<file path="src/ops_pkg.sv">
// Shared constants and types for the operation/power status groups.
// Assumes a single 125 MHz core clock and a synchronous active-high reset.
package ops_pkg;

	// ------------------------------------------------------------------
	// Widths and sizes
	// ------------------------------------------------------------------
	localparam int REG_W = 16;
	localparam int OQ_DEPTH = 16;
	localparam int TEMP_W = 12;
	localparam int TEMP_LIMIT_C = 10;

	// ------------------------------------------------------------------
	// Group indices
	// ------------------------------------------------------------------
	localparam int GRP_OPER = 0;
	localparam int GRP_POW = 1;
	localparam int GRP_N = 2;

	// ------------------------------------------------------------------
	// Operation condition bit positions
	// ------------------------------------------------------------------
	localparam int OPER_CALIBRATING = 0;
	localparam int OPER_RANGING_ERR = 2;
	localparam int OPER_MEASURING = 4;
	localparam int OPER_PRIMARY_RADIO = 8;
	localparam int OPER_CALL_PROC = 9;
	localparam int OPER_SECONDARY_RADIO = 10;
	localparam int OPER_EMBEDDED_SUM = 11;
	localparam int OPER_EXT_TIMEBASE = 12;
	localparam int OPER_PROG_RUNNING = 14;

	// ------------------------------------------------------------------
	// Power condition bit positions
	// ------------------------------------------------------------------
	localparam int POW_FREQ_UNCAL = 0;
	localparam int POW_BELOW_TEMP = 1;
	localparam int POW_ABOVE_TEMP = 2;

	// ------------------------------------------------------------------
	// Implemented condition bits and reset values
	// ------------------------------------------------------------------
	localparam logic [REG_W-1:0] OPER_COND_MASK = 16'h5F11;
	localparam logic [REG_W-1:0] POW_COND_MASK = 16'h0007;
	localparam logic [REG_W-1:0] REG_RESET = 16'h0000;
	localparam logic [REG_W-1:0] RISE_RESET = 16'hFFFF;
	localparam logic [REG_W-1:0] FALL_RESET = 16'h0000;

	// ------------------------------------------------------------------
	// Command set of the status query port
	// ------------------------------------------------------------------
	typedef enum logic [3:0] {
		OPS_READ_COND,
		OPS_READ_RISE,
		OPS_WRITE_RISE,
		OPS_READ_FALL,
		OPS_WRITE_FALL,
		OPS_READ_EVENT,
		OPS_READ_MASK,
		OPS_WRITE_MASK,
		OPS_CLEAR_STATUS
	} ops_cmd_t;

	typedef struct packed {
		ops_cmd_t op;
		logic group;
		logic [REG_W-1:0] data;
	} ops_request_t;

	typedef struct packed {
		logic [REG_W-1:0] cond_prev;
		logic [REG_W-1:0] rising_filter;
		logic [REG_W-1:0] falling_filter;
		logic [REG_W-1:0] event_latch;
		logic [REG_W-1:0] event_mask;
	} ops_group_t;

endpackage

</file>
<file path="src/ops_status.sv">
// Operation and power-calibration status register groups with the output
// queue and its message-available summary, plus the queue FIFO itself.
// Assumes all inputs are synchronous to core_clk; the bus parser in front
// delivers decoded status commands and other response words.

// ----------------------------------------------------------------------
// Output queue FIFO
// ----------------------------------------------------------------------
module ops_fifo #(
	parameter int WIDTH = 16,
	parameter int DEPTH = 16
) (
	input wire logic core_clk,
	input wire logic rst,
	input wire logic in_valid,
	output logic in_ready,
	input wire logic [WIDTH-1:0] in_data,
	output logic out_valid,
	input wire logic out_ready,
	output logic [WIDTH-1:0] out_data,
	output logic [$clog2(DEPTH+1)-1:0] level
);
	localparam int PW = $clog2(DEPTH);
	localparam int LW = $clog2(DEPTH+1);

	typedef struct packed {
		logic [PW-1:0] wr_ptr;
		logic [PW-1:0] rd_ptr;
		logic [LW-1:0] count;
	} ops_fifo_state_t;

	ops_fifo_state_t s_reg;
	ops_fifo_state_t s_next;
	logic [WIDTH-1:0] mem [DEPTH];
	logic push;
	logic pop;

	assign in_ready = (s_reg.count != LW'(DEPTH));
	assign out_valid = (s_reg.count != '0);
	assign out_data = mem[s_reg.rd_ptr];
	assign level = s_reg.count;
	assign push = in_valid & in_ready;
	assign pop = out_valid & out_ready;

	always_comb begin
		s_next = s_reg;
		if (push) begin
			s_next.wr_ptr = (s_reg.wr_ptr == PW'(DEPTH - 1)) ? '0 :
				s_reg.wr_ptr + PW'(1);
		end
		if (pop) begin
			s_next.rd_ptr = (s_reg.rd_ptr == PW'(DEPTH - 1)) ? '0 :
				s_reg.rd_ptr + PW'(1);
		end
		if (push && !pop) begin
			s_next.count = s_reg.count + LW'(1);
		end else if (pop && !push) begin
			s_next.count = s_reg.count - LW'(1);
		end
	end

	always_ff @(posedge core_clk) begin
		if (rst) begin
			s_reg <= '0;
		end else begin
			s_reg <= s_next;
		end
	end

	// Storage has no reset; only words below count are ever read.
	always_ff @(posedge core_clk) begin
		if (push) begin
			mem[s_reg.wr_ptr] <= in_data;
		end
	end
endmodule // ops_fifo

// ----------------------------------------------------------------------
// Status groups and queue front end
// ----------------------------------------------------------------------
module ops_status #(
	parameter int OQ_DEPTH = ops_pkg::OQ_DEPTH,
	parameter int TEMP_W = ops_pkg::TEMP_W
) (
	input wire logic core_clk,
	input wire logic rst,
	input wire logic cmd_valid,
	output logic cmd_ready,
	input wire ops_pkg::ops_request_t cmd,
	input wire logic resp_valid,
	output logic resp_ready,
	input wire logic [ops_pkg::REG_W-1:0] resp_data,
	output logic oq_valid,
	input wire logic oq_ready,
	output logic [ops_pkg::REG_W-1:0] oq_data,
	input wire logic prog_running,
	input wire logic ext_timebase,
	input wire logic primary_radio_summary,
	input wire logic call_proc_summary,
	input wire logic secondary_radio_summary,
	input wire logic embedded_program_summary,
	input wire logic measuring_summary,
	input wire logic calibrating_summary,
	input wire logic ranging_error,
	input wire logic signed [TEMP_W-1:0] meas_temp,
	input wire logic signed [TEMP_W-1:0] cal_temp,
	input wire logic freq_uncal,
	output logic operation_summary,
	output logic message_available,
	output logic ques_power_summary
);
	localparam int W = ops_pkg::REG_W;
	localparam int LW = $clog2(OQ_DEPTH+1);

	typedef struct packed {
		ops_pkg::ops_group_t [ops_pkg::GRP_N-1:0] grp;
		logic cmd_ready;
		logic resp_ready;
		logic oq_valid;
		logic [W-1:0] oq_data;
		logic msg_avail;
		logic oper_sum;
		logic pow_sum;
	} ops_state_t;

	ops_state_t s_reg;
	ops_state_t s_next;
	logic [W-1:0] cond [ops_pkg::GRP_N];
	logic signed [TEMP_W:0] temp_diff;
	logic fifo_in_valid;
	logic fifo_in_ready;
	logic [W-1:0] fifo_in_data;
	logic fifo_out_valid;
	logic fifo_out_ready;
	logic [W-1:0] fifo_out_data;
	logic [LW-1:0] fifo_level;
	logic cmd_fire;
	logic query_push;
	logic resp_push;
	logic [W-1:0] query_data;
	logic [ops_pkg::GRP_N-1:0] ev_clear;
	logic [ops_pkg::GRP_N-1:0] sum_next;
	logic queue_idle;

	// ------------------------------------------------------------------
	// Condition sources
	// ------------------------------------------------------------------
	// The difference is one bit wider so extreme readings cannot wrap.
	assign temp_diff = (TEMP_W+1)'(meas_temp) - (TEMP_W+1)'(cal_temp);

	always_comb begin
		cond[ops_pkg::GRP_OPER] = '0;
		cond[ops_pkg::GRP_OPER][ops_pkg::OPER_PROG_RUNNING] = prog_running;
		cond[ops_pkg::GRP_OPER][ops_pkg::OPER_EXT_TIMEBASE] = ext_timebase;
		cond[ops_pkg::GRP_OPER][ops_pkg::OPER_PRIMARY_RADIO] =
			primary_radio_summary;
		cond[ops_pkg::GRP_OPER][ops_pkg::OPER_CALL_PROC] =
			call_proc_summary;
		cond[ops_pkg::GRP_OPER][ops_pkg::OPER_SECONDARY_RADIO] =
			secondary_radio_summary;
		cond[ops_pkg::GRP_OPER][ops_pkg::OPER_EMBEDDED_SUM] =
			embedded_program_summary;
		cond[ops_pkg::GRP_OPER][ops_pkg::OPER_MEASURING] =
			measuring_summary;
		cond[ops_pkg::GRP_OPER][ops_pkg::OPER_CALIBRATING] =
			calibrating_summary;
		cond[ops_pkg::GRP_POW] = '0;
		cond[ops_pkg::GRP_POW][ops_pkg::POW_ABOVE_TEMP] =
			temp_diff > (TEMP_W+1)'(ops_pkg::TEMP_LIMIT_C);
		cond[ops_pkg::GRP_POW][ops_pkg::POW_BELOW_TEMP] =
			temp_diff < -(TEMP_W+1)'(ops_pkg::TEMP_LIMIT_C);
		cond[ops_pkg::GRP_POW][ops_pkg::POW_FREQ_UNCAL] = freq_uncal;
		// Masking keeps bit 15 and every unused bit at zero.
		cond[ops_pkg::GRP_OPER] =
			cond[ops_pkg::GRP_OPER] & ops_pkg::OPER_COND_MASK;
		cond[ops_pkg::GRP_POW] =
			cond[ops_pkg::GRP_POW] & ops_pkg::POW_COND_MASK;
	end

	// ------------------------------------------------------------------
	// Command decode
	// ------------------------------------------------------------------
	assign cmd_fire = cmd_valid & s_reg.cmd_ready;

	always_comb begin
		query_push = 1'b0;
		query_data = '0;
		ev_clear = '0;
		if (cmd_fire) begin
			unique case (cmd.op)
				ops_pkg::OPS_READ_COND: begin
					query_push = 1'b1;
					query_data = cond[cmd.group];
				end
				ops_pkg::OPS_READ_RISE: begin
					query_push = 1'b1;
					query_data = s_reg.grp[cmd.group].rising_filter;
				end
				ops_pkg::OPS_READ_FALL: begin
					query_push = 1'b1;
					query_data = s_reg.grp[cmd.group].falling_filter;
				end
				ops_pkg::OPS_READ_EVENT: begin
					query_push = 1'b1;
					query_data = s_reg.grp[cmd.group].event_latch;
					ev_clear[cmd.group] = 1'b1;
				end
				ops_pkg::OPS_READ_MASK: begin
					query_push = 1'b1;
					query_data = s_reg.grp[cmd.group].event_mask;
				end
				ops_pkg::OPS_CLEAR_STATUS: begin
					ev_clear = '1;
				end
				ops_pkg::OPS_WRITE_RISE, ops_pkg::OPS_WRITE_FALL,
				ops_pkg::OPS_WRITE_MASK: begin
				end
				default: begin
				end
			endcase
		end
	end

	// Query answers and other responses never share a cycle because their
	// ready flags are made mutually exclusive below.
	assign resp_push = resp_valid & s_reg.resp_ready;
	assign fifo_in_valid = query_push | resp_push;
	assign fifo_in_data = query_push ? query_data : resp_data;
	assign fifo_out_ready = ~s_reg.oq_valid | oq_ready;
	assign queue_idle = (fifo_level == '0) & ~s_reg.oq_valid & ~fifo_in_valid;

	// ------------------------------------------------------------------
	// Next state
	// ------------------------------------------------------------------
	always_comb begin
		s_next = s_reg;
		for (int g = 0; g < ops_pkg::GRP_N; g++) begin
			s_next.grp[g].cond_prev = cond[g];
			// Set wins over clear: an edge in the clearing cycle survives.
			s_next.grp[g].event_latch =
				(ev_clear[g] ? '0 : s_reg.grp[g].event_latch) |
				(cond[g] & ~s_reg.grp[g].cond_prev &
				s_reg.grp[g].rising_filter) |
				(~cond[g] & s_reg.grp[g].cond_prev &
				s_reg.grp[g].falling_filter);
			sum_next[g] = |(s_next.grp[g].event_latch &
				s_reg.grp[g].event_mask);
		end
		if (ranging_error) begin
			s_next.grp[ops_pkg::GRP_OPER].event_latch[ops_pkg::OPER_RANGING_ERR] =
				1'b1;
		end
		if (cmd_fire) begin
			unique case (cmd.op)
				ops_pkg::OPS_WRITE_RISE: begin
					s_next.grp[cmd.group].rising_filter = cmd.data;
				end
				ops_pkg::OPS_WRITE_FALL: begin
					s_next.grp[cmd.group].falling_filter = cmd.data;
				end
				ops_pkg::OPS_WRITE_MASK: begin
					s_next.grp[cmd.group].event_mask = cmd.data;
				end
				default: begin
				end
			endcase
		end
		sum_next[ops_pkg::GRP_OPER] = |(s_next.grp[ops_pkg::GRP_OPER].event_latch &
			s_reg.grp[ops_pkg::GRP_OPER].event_mask);
		s_next.oper_sum = sum_next[ops_pkg::GRP_OPER];
		s_next.pow_sum = sum_next[ops_pkg::GRP_POW];
		if (fifo_out_valid && fifo_out_ready) begin
			s_next.oq_valid = 1'b1;
			s_next.oq_data = fifo_out_data;
		end else if (oq_ready) begin
			s_next.oq_valid = 1'b0;
		end
		s_next.msg_avail = s_next.oq_valid | fifo_out_valid;
		// Commands wait until every queued word has been taken.
		s_next.cmd_ready = queue_idle & ~resp_valid;
		// Three free slots cover the words that may land while this flag lags.
		s_next.resp_ready = ~s_next.cmd_ready & fifo_in_ready &
			(fifo_level < LW'(OQ_DEPTH - 2));
	end

	always_ff @(posedge core_clk) begin
		if (rst) begin
			for (int g = 0; g < ops_pkg::GRP_N; g++) begin
				s_reg.grp[g].cond_prev <= ops_pkg::REG_RESET;
				s_reg.grp[g].rising_filter <= ops_pkg::RISE_RESET;
				s_reg.grp[g].falling_filter <= ops_pkg::FALL_RESET;
				s_reg.grp[g].event_latch <= ops_pkg::REG_RESET;
				s_reg.grp[g].event_mask <= ops_pkg::REG_RESET;
			end
			s_reg.cmd_ready <= 1'b0;
			s_reg.resp_ready <= 1'b0;
			s_reg.oq_valid <= 1'b0;
			s_reg.oq_data <= '0;
			s_reg.msg_avail <= 1'b0;
			s_reg.oper_sum <= 1'b0;
			s_reg.pow_sum <= 1'b0;
		end else begin
			s_reg <= s_next;
		end
	end

	// ------------------------------------------------------------------
	// Queue and outputs
	// ------------------------------------------------------------------
	ops_fifo #(
		.WIDTH(W),
		.DEPTH(OQ_DEPTH)
	) ops_fifo_inst (
		.core_clk(core_clk),
		.rst(rst),
		.in_valid(fifo_in_valid),
		.in_ready(fifo_in_ready),
		.in_data(fifo_in_data),
		.out_valid(fifo_out_valid),
		.out_ready(fifo_out_ready),
		.out_data(fifo_out_data),
		.level(fifo_level)
	);

	assign cmd_ready = s_reg.cmd_ready;
	assign resp_ready = s_reg.resp_ready;
	assign oq_valid = s_reg.oq_valid;
	assign oq_data = s_reg.oq_data;
	assign operation_summary = s_reg.oper_sum;
	assign message_available = s_reg.msg_avail;
	assign ques_power_summary = s_reg.pow_sum;
endmodule // ops_status

</file>
<file path="config.mk">
export PLATFORM = sky130hd
export DESIGN_NAME = ops_status
export DESIGN_NICKNAME = d
export VERILOG_FILES = /design/src/ops_pkg.sv /design/src/ops_status.sv
export SDC_FILE = /design/constraint.sdc
export NUM_CORES = 1
export LEC_CHECK = 0
export BUFFER_PORTS_ARGS = -buffer_cell sky130_fd_sc_hd__buf_4
export CAP_MARGIN = 20
export CORE_UTILIZATION = 55
export CTS_BUF_LIST = sky130_fd_sc_hd__clkbuf_16
export CTS_CLUSTER_DIAMETER = 100
export DETAILED_ROUTE_END_ITERATION = 16
export PLACE_DENSITY = 0.77
export SYNTH_ARGS = -nofsm -noshare
export SYNTH_HDL_FRONTEND = slang
export SYNTH_SLANG_ARGS = --single-unit
</file>
<file path="constraint.sdc">
create_clock -name core_clk -period 3.2 [get_ports core_clk]
set_clock_uncertainty 0.05 [all_clocks]
set_input_delay 0.32 -clock core_clk [delete_from_list [all_inputs] [get_ports core_clk]]
set_output_delay 0.32 -clock core_clk [all_outputs]
set_load 0.01 [all_outputs]
</file>
==> flow_summary.ini <==
[global_routing]
global_route.overflow_total = 0
global_route_wire_length_before_repair_um = 69600
via_count_of_the_first_global_routing_pass = 12300
grt_max_degree = 65
grt.total_usage = 0.271
antenna_found_initial = 0

[logic_synthesis]
synth.largest_area_cell = edfxtp_1
synth_seq_area_share = 0.610
yosysTopAreaCellShare = 0.421
yosys_most_used_dff = edfxtp_1
avgSynthCellArea_um2 = 12.8
synthesis.yosys.warnings = 0
netlist_area_mm2 = 0.0183
synthesis.nets = 1521
synth_cell_type_count = 70
edff_count_synth = 256
asyncSetResetFlopFracSynth = 0
synthesized_instance_count = 1422
ys_top_cells_by_area = edfxtp_1, dfxtp_1, mux4_2
ys_seq_elements = 429

[floorplan]
num_rows = 66
io-pin-count = 98
die_area_mm2 = 0.0339
die_width_um = 184
overall_die_height_um = 184
start_util = 0.560
fp.coreArea_mm2 = 0.0326

[final_layout]
diode_count = 0
finalNonFillerCells = 2044
finalNetCount = 1668
mostFrequentLayoutCell = edfxtp_1
largest_register_ff_count = 256
layout-area-overhead-vs-synth_pct = 18.1
final_util = 0.661
post_route_cells_drive_above_1_share = 0.232
most_frequent_cells_in_the_layout = edfxtp_1, nand2_1, buf_4, dfxtp_1

[pwr]
power.sequential.fraction = 0.438
share_comb_of_total_power = 0.216
vdd_drop_max_v = 0.000462
total_switching_power_w = 0.00385
power_density_mw_per_mm2 = 668
clockPowerShare = 0.346
power_leakage_nw = 7.88
power.internal_w = 0.0106
p_total_w = 0.0144
switching_part_of_the_total = 0.267

[drt]
met1_length_um = 18500
detail-route-antenna-nets = 0
avgViaCountPerCell = 6.11
maxUsedRoutingLayer = met4
wl_met3_um = 3040
route.detailed.wl_per_inst_um = 22.2
detail_route.iter0.violations = 1208
totalWireLength_um = 45300
dr_total_vias = 12500
drt_pass1_iterations = 6
met2RoutedLength_um = 22300
drc_errors = 0

[timing]
fin_tns_setup_ns = 0
tightest_slew_ns = 0.846
setup_viol = 0
period_minus_slack_ns = 2.96
final-max-slew-violation-count = 0
final-hold-violation-count = 0
maxSlewHeadroom = 0.434
max_freq_mhz = 337
rsz0062_at_grt = no
final_min_period_over_clock_period = 0.926

[clocking]
numCtsBuffers = 42
clock_tree.root_cell = clkbuf_16
cts_resized = 0
clock_latency_ns = 0.55
clkSinkCount = 429
cts_htree_levels = 2
cts_tree = done
clk_path_buf_depth = 3
clkTransAtPathRegs_ns = 0.06

[critical_path]
cp_max_fo = 5
worstPathBufferInverterCount = 3
setup.worst_path.end_class = flip-flop
setup.reg_to_reg.worst_slack_ns = 0.24
critical-path-max-stage-delay_ns = 0.42
worstPathCellList = nor4_1 > buf_4 > nand2b_1 > and2_1 > inv_1 > ha_1 > inv_1 > fa_1 > a21o_1 > a21oi_1 > xnor2_1 > or3_1 > a21oi_1
start_kind = flip-flop
cp_data_arrival_time_ns = 3.37
critPathSlowestCell = fa_1
crit_family = simple AND/OR/NAND/NOR gates
required_ns = 3.61
timing_worst_setup_path_type = flip-flop to flip-flop

[run_status]
outcome = finished clean

[place]
globalplace.congestion = 0.870
placed_cells = 1945
detailedPlacementHpwl_um = 27500
buffer_ports.inserted = 97

[flow_run]
max-cap-violations = 0

[hold_path]
worst_hold_path_type = input port to flip-flop
## power by group through the flow
stage | combinational (W) | clock [W] | sequential [W]
floorplan | 0.00226 | 0 | 0.00630
global placement | 0.00298 | 0 | 0.00641
detailed placement | 0.00308 | 0 | 0.00643
CTS | 0.00314 | 0.00502 | 0.00632
global route | 0.00334 | 0.00522 | 0.00635
finish | 0.00311 | 0.00498 | 0.00632
## layer usage
layer  vias up  GRT usage
li1       5599          -
met5         -          0
met4         0     0.0993
met1      6238      0.358
met3       108     0.0403
met2       544      0.456
## cell usage after synthesis (22+ instances only)
cell type and count:
mux2i_1 51, o21ai_0 39, a21oi_1 90, nand2_1 186, dfxtp_1 173, nor2b_1 38, nand3b_1 25, clkbuf_1 75
inv_1 34, mux4_2 80, edfxtp_1 256, nor2_1 103, a222oi_1 30, and2_1 22
## through the flow
step | cell area [µm²] | hold WS, ns | setup slack (ns)
2_1_floorplan | 18300 | 0.382 | -0.00252
3_3_place_gp | 20000 | 0.394 | -0.160
3_5_place_dp | 20000 | 0.401 | -0.221
4_1_cts | 21600 | 0.000635 | 0.208
5_1_grt | 21600 | 0.0152 | 0.0522
6_report | 21600 | 0.0146 | 0.236
## path summary, 6_finish.rpt
| path | start | end | cells after the start |
|---|---|---|---|
| setup reg to reg | ops_fifo_inst.level[1] | ops_fifo_inst.level[4] | 13 |
| setup / recovery | ops_fifo_inst.level[1] | ops_fifo_inst.level[4] | 13 |
| hold / removal | cmd[2] | s_reg[72] | 2 |
| hold reg to reg | oq_data[0] | oq_data[0] | 2 |
## cells by family (layout without fill, tap and decap cells)
logic type,count (synthesis),after routing,share of synthesized area
AOI/OAI and AO/OA,259,259,0.0983
xor gates and xnor gates,10,10,0.00479
adders and majority gates,23,23,0.0166
buffers and inverters,140,320,0.0334
DFF,429,429,0.610
muxes,134,134,0.128
and+or+nand+nor,427,427,0.108
## layout make-up
type | count | area [µm²]
clock inverters | 35 | 334
repair buffers | 209 | 1760
fillers | 2288 | 11000
well taps | 442 | 553
clock buffers | 42 | 1050
inverters | 34 | 128
flip-flops and latches | 429 | 11200
multi-input cells | 853 | 6590
## repair_timing
action,4_1_cts,5_1_grt
endpoints found under the hold margin,27,0
hold buffers,22,0
setup buffers,0,0
## worst register-to-register path, cell delays in order (launching register included)
cell	delay, ns
dfxtp_1	0.37
nor4_1	0.36
buf_4	0.18
nand2b_1	0.08
and2_1	0.18
inv_1	0.08
ha_1	0.18
inv_1	0.10
fa_1	0.42
a21o_1	0.19
a21oi_1	0.17
xnor2_1	0.09
or3_1	0.30
a21oi_1	0.13
Power figures use the tool's default switching activity.
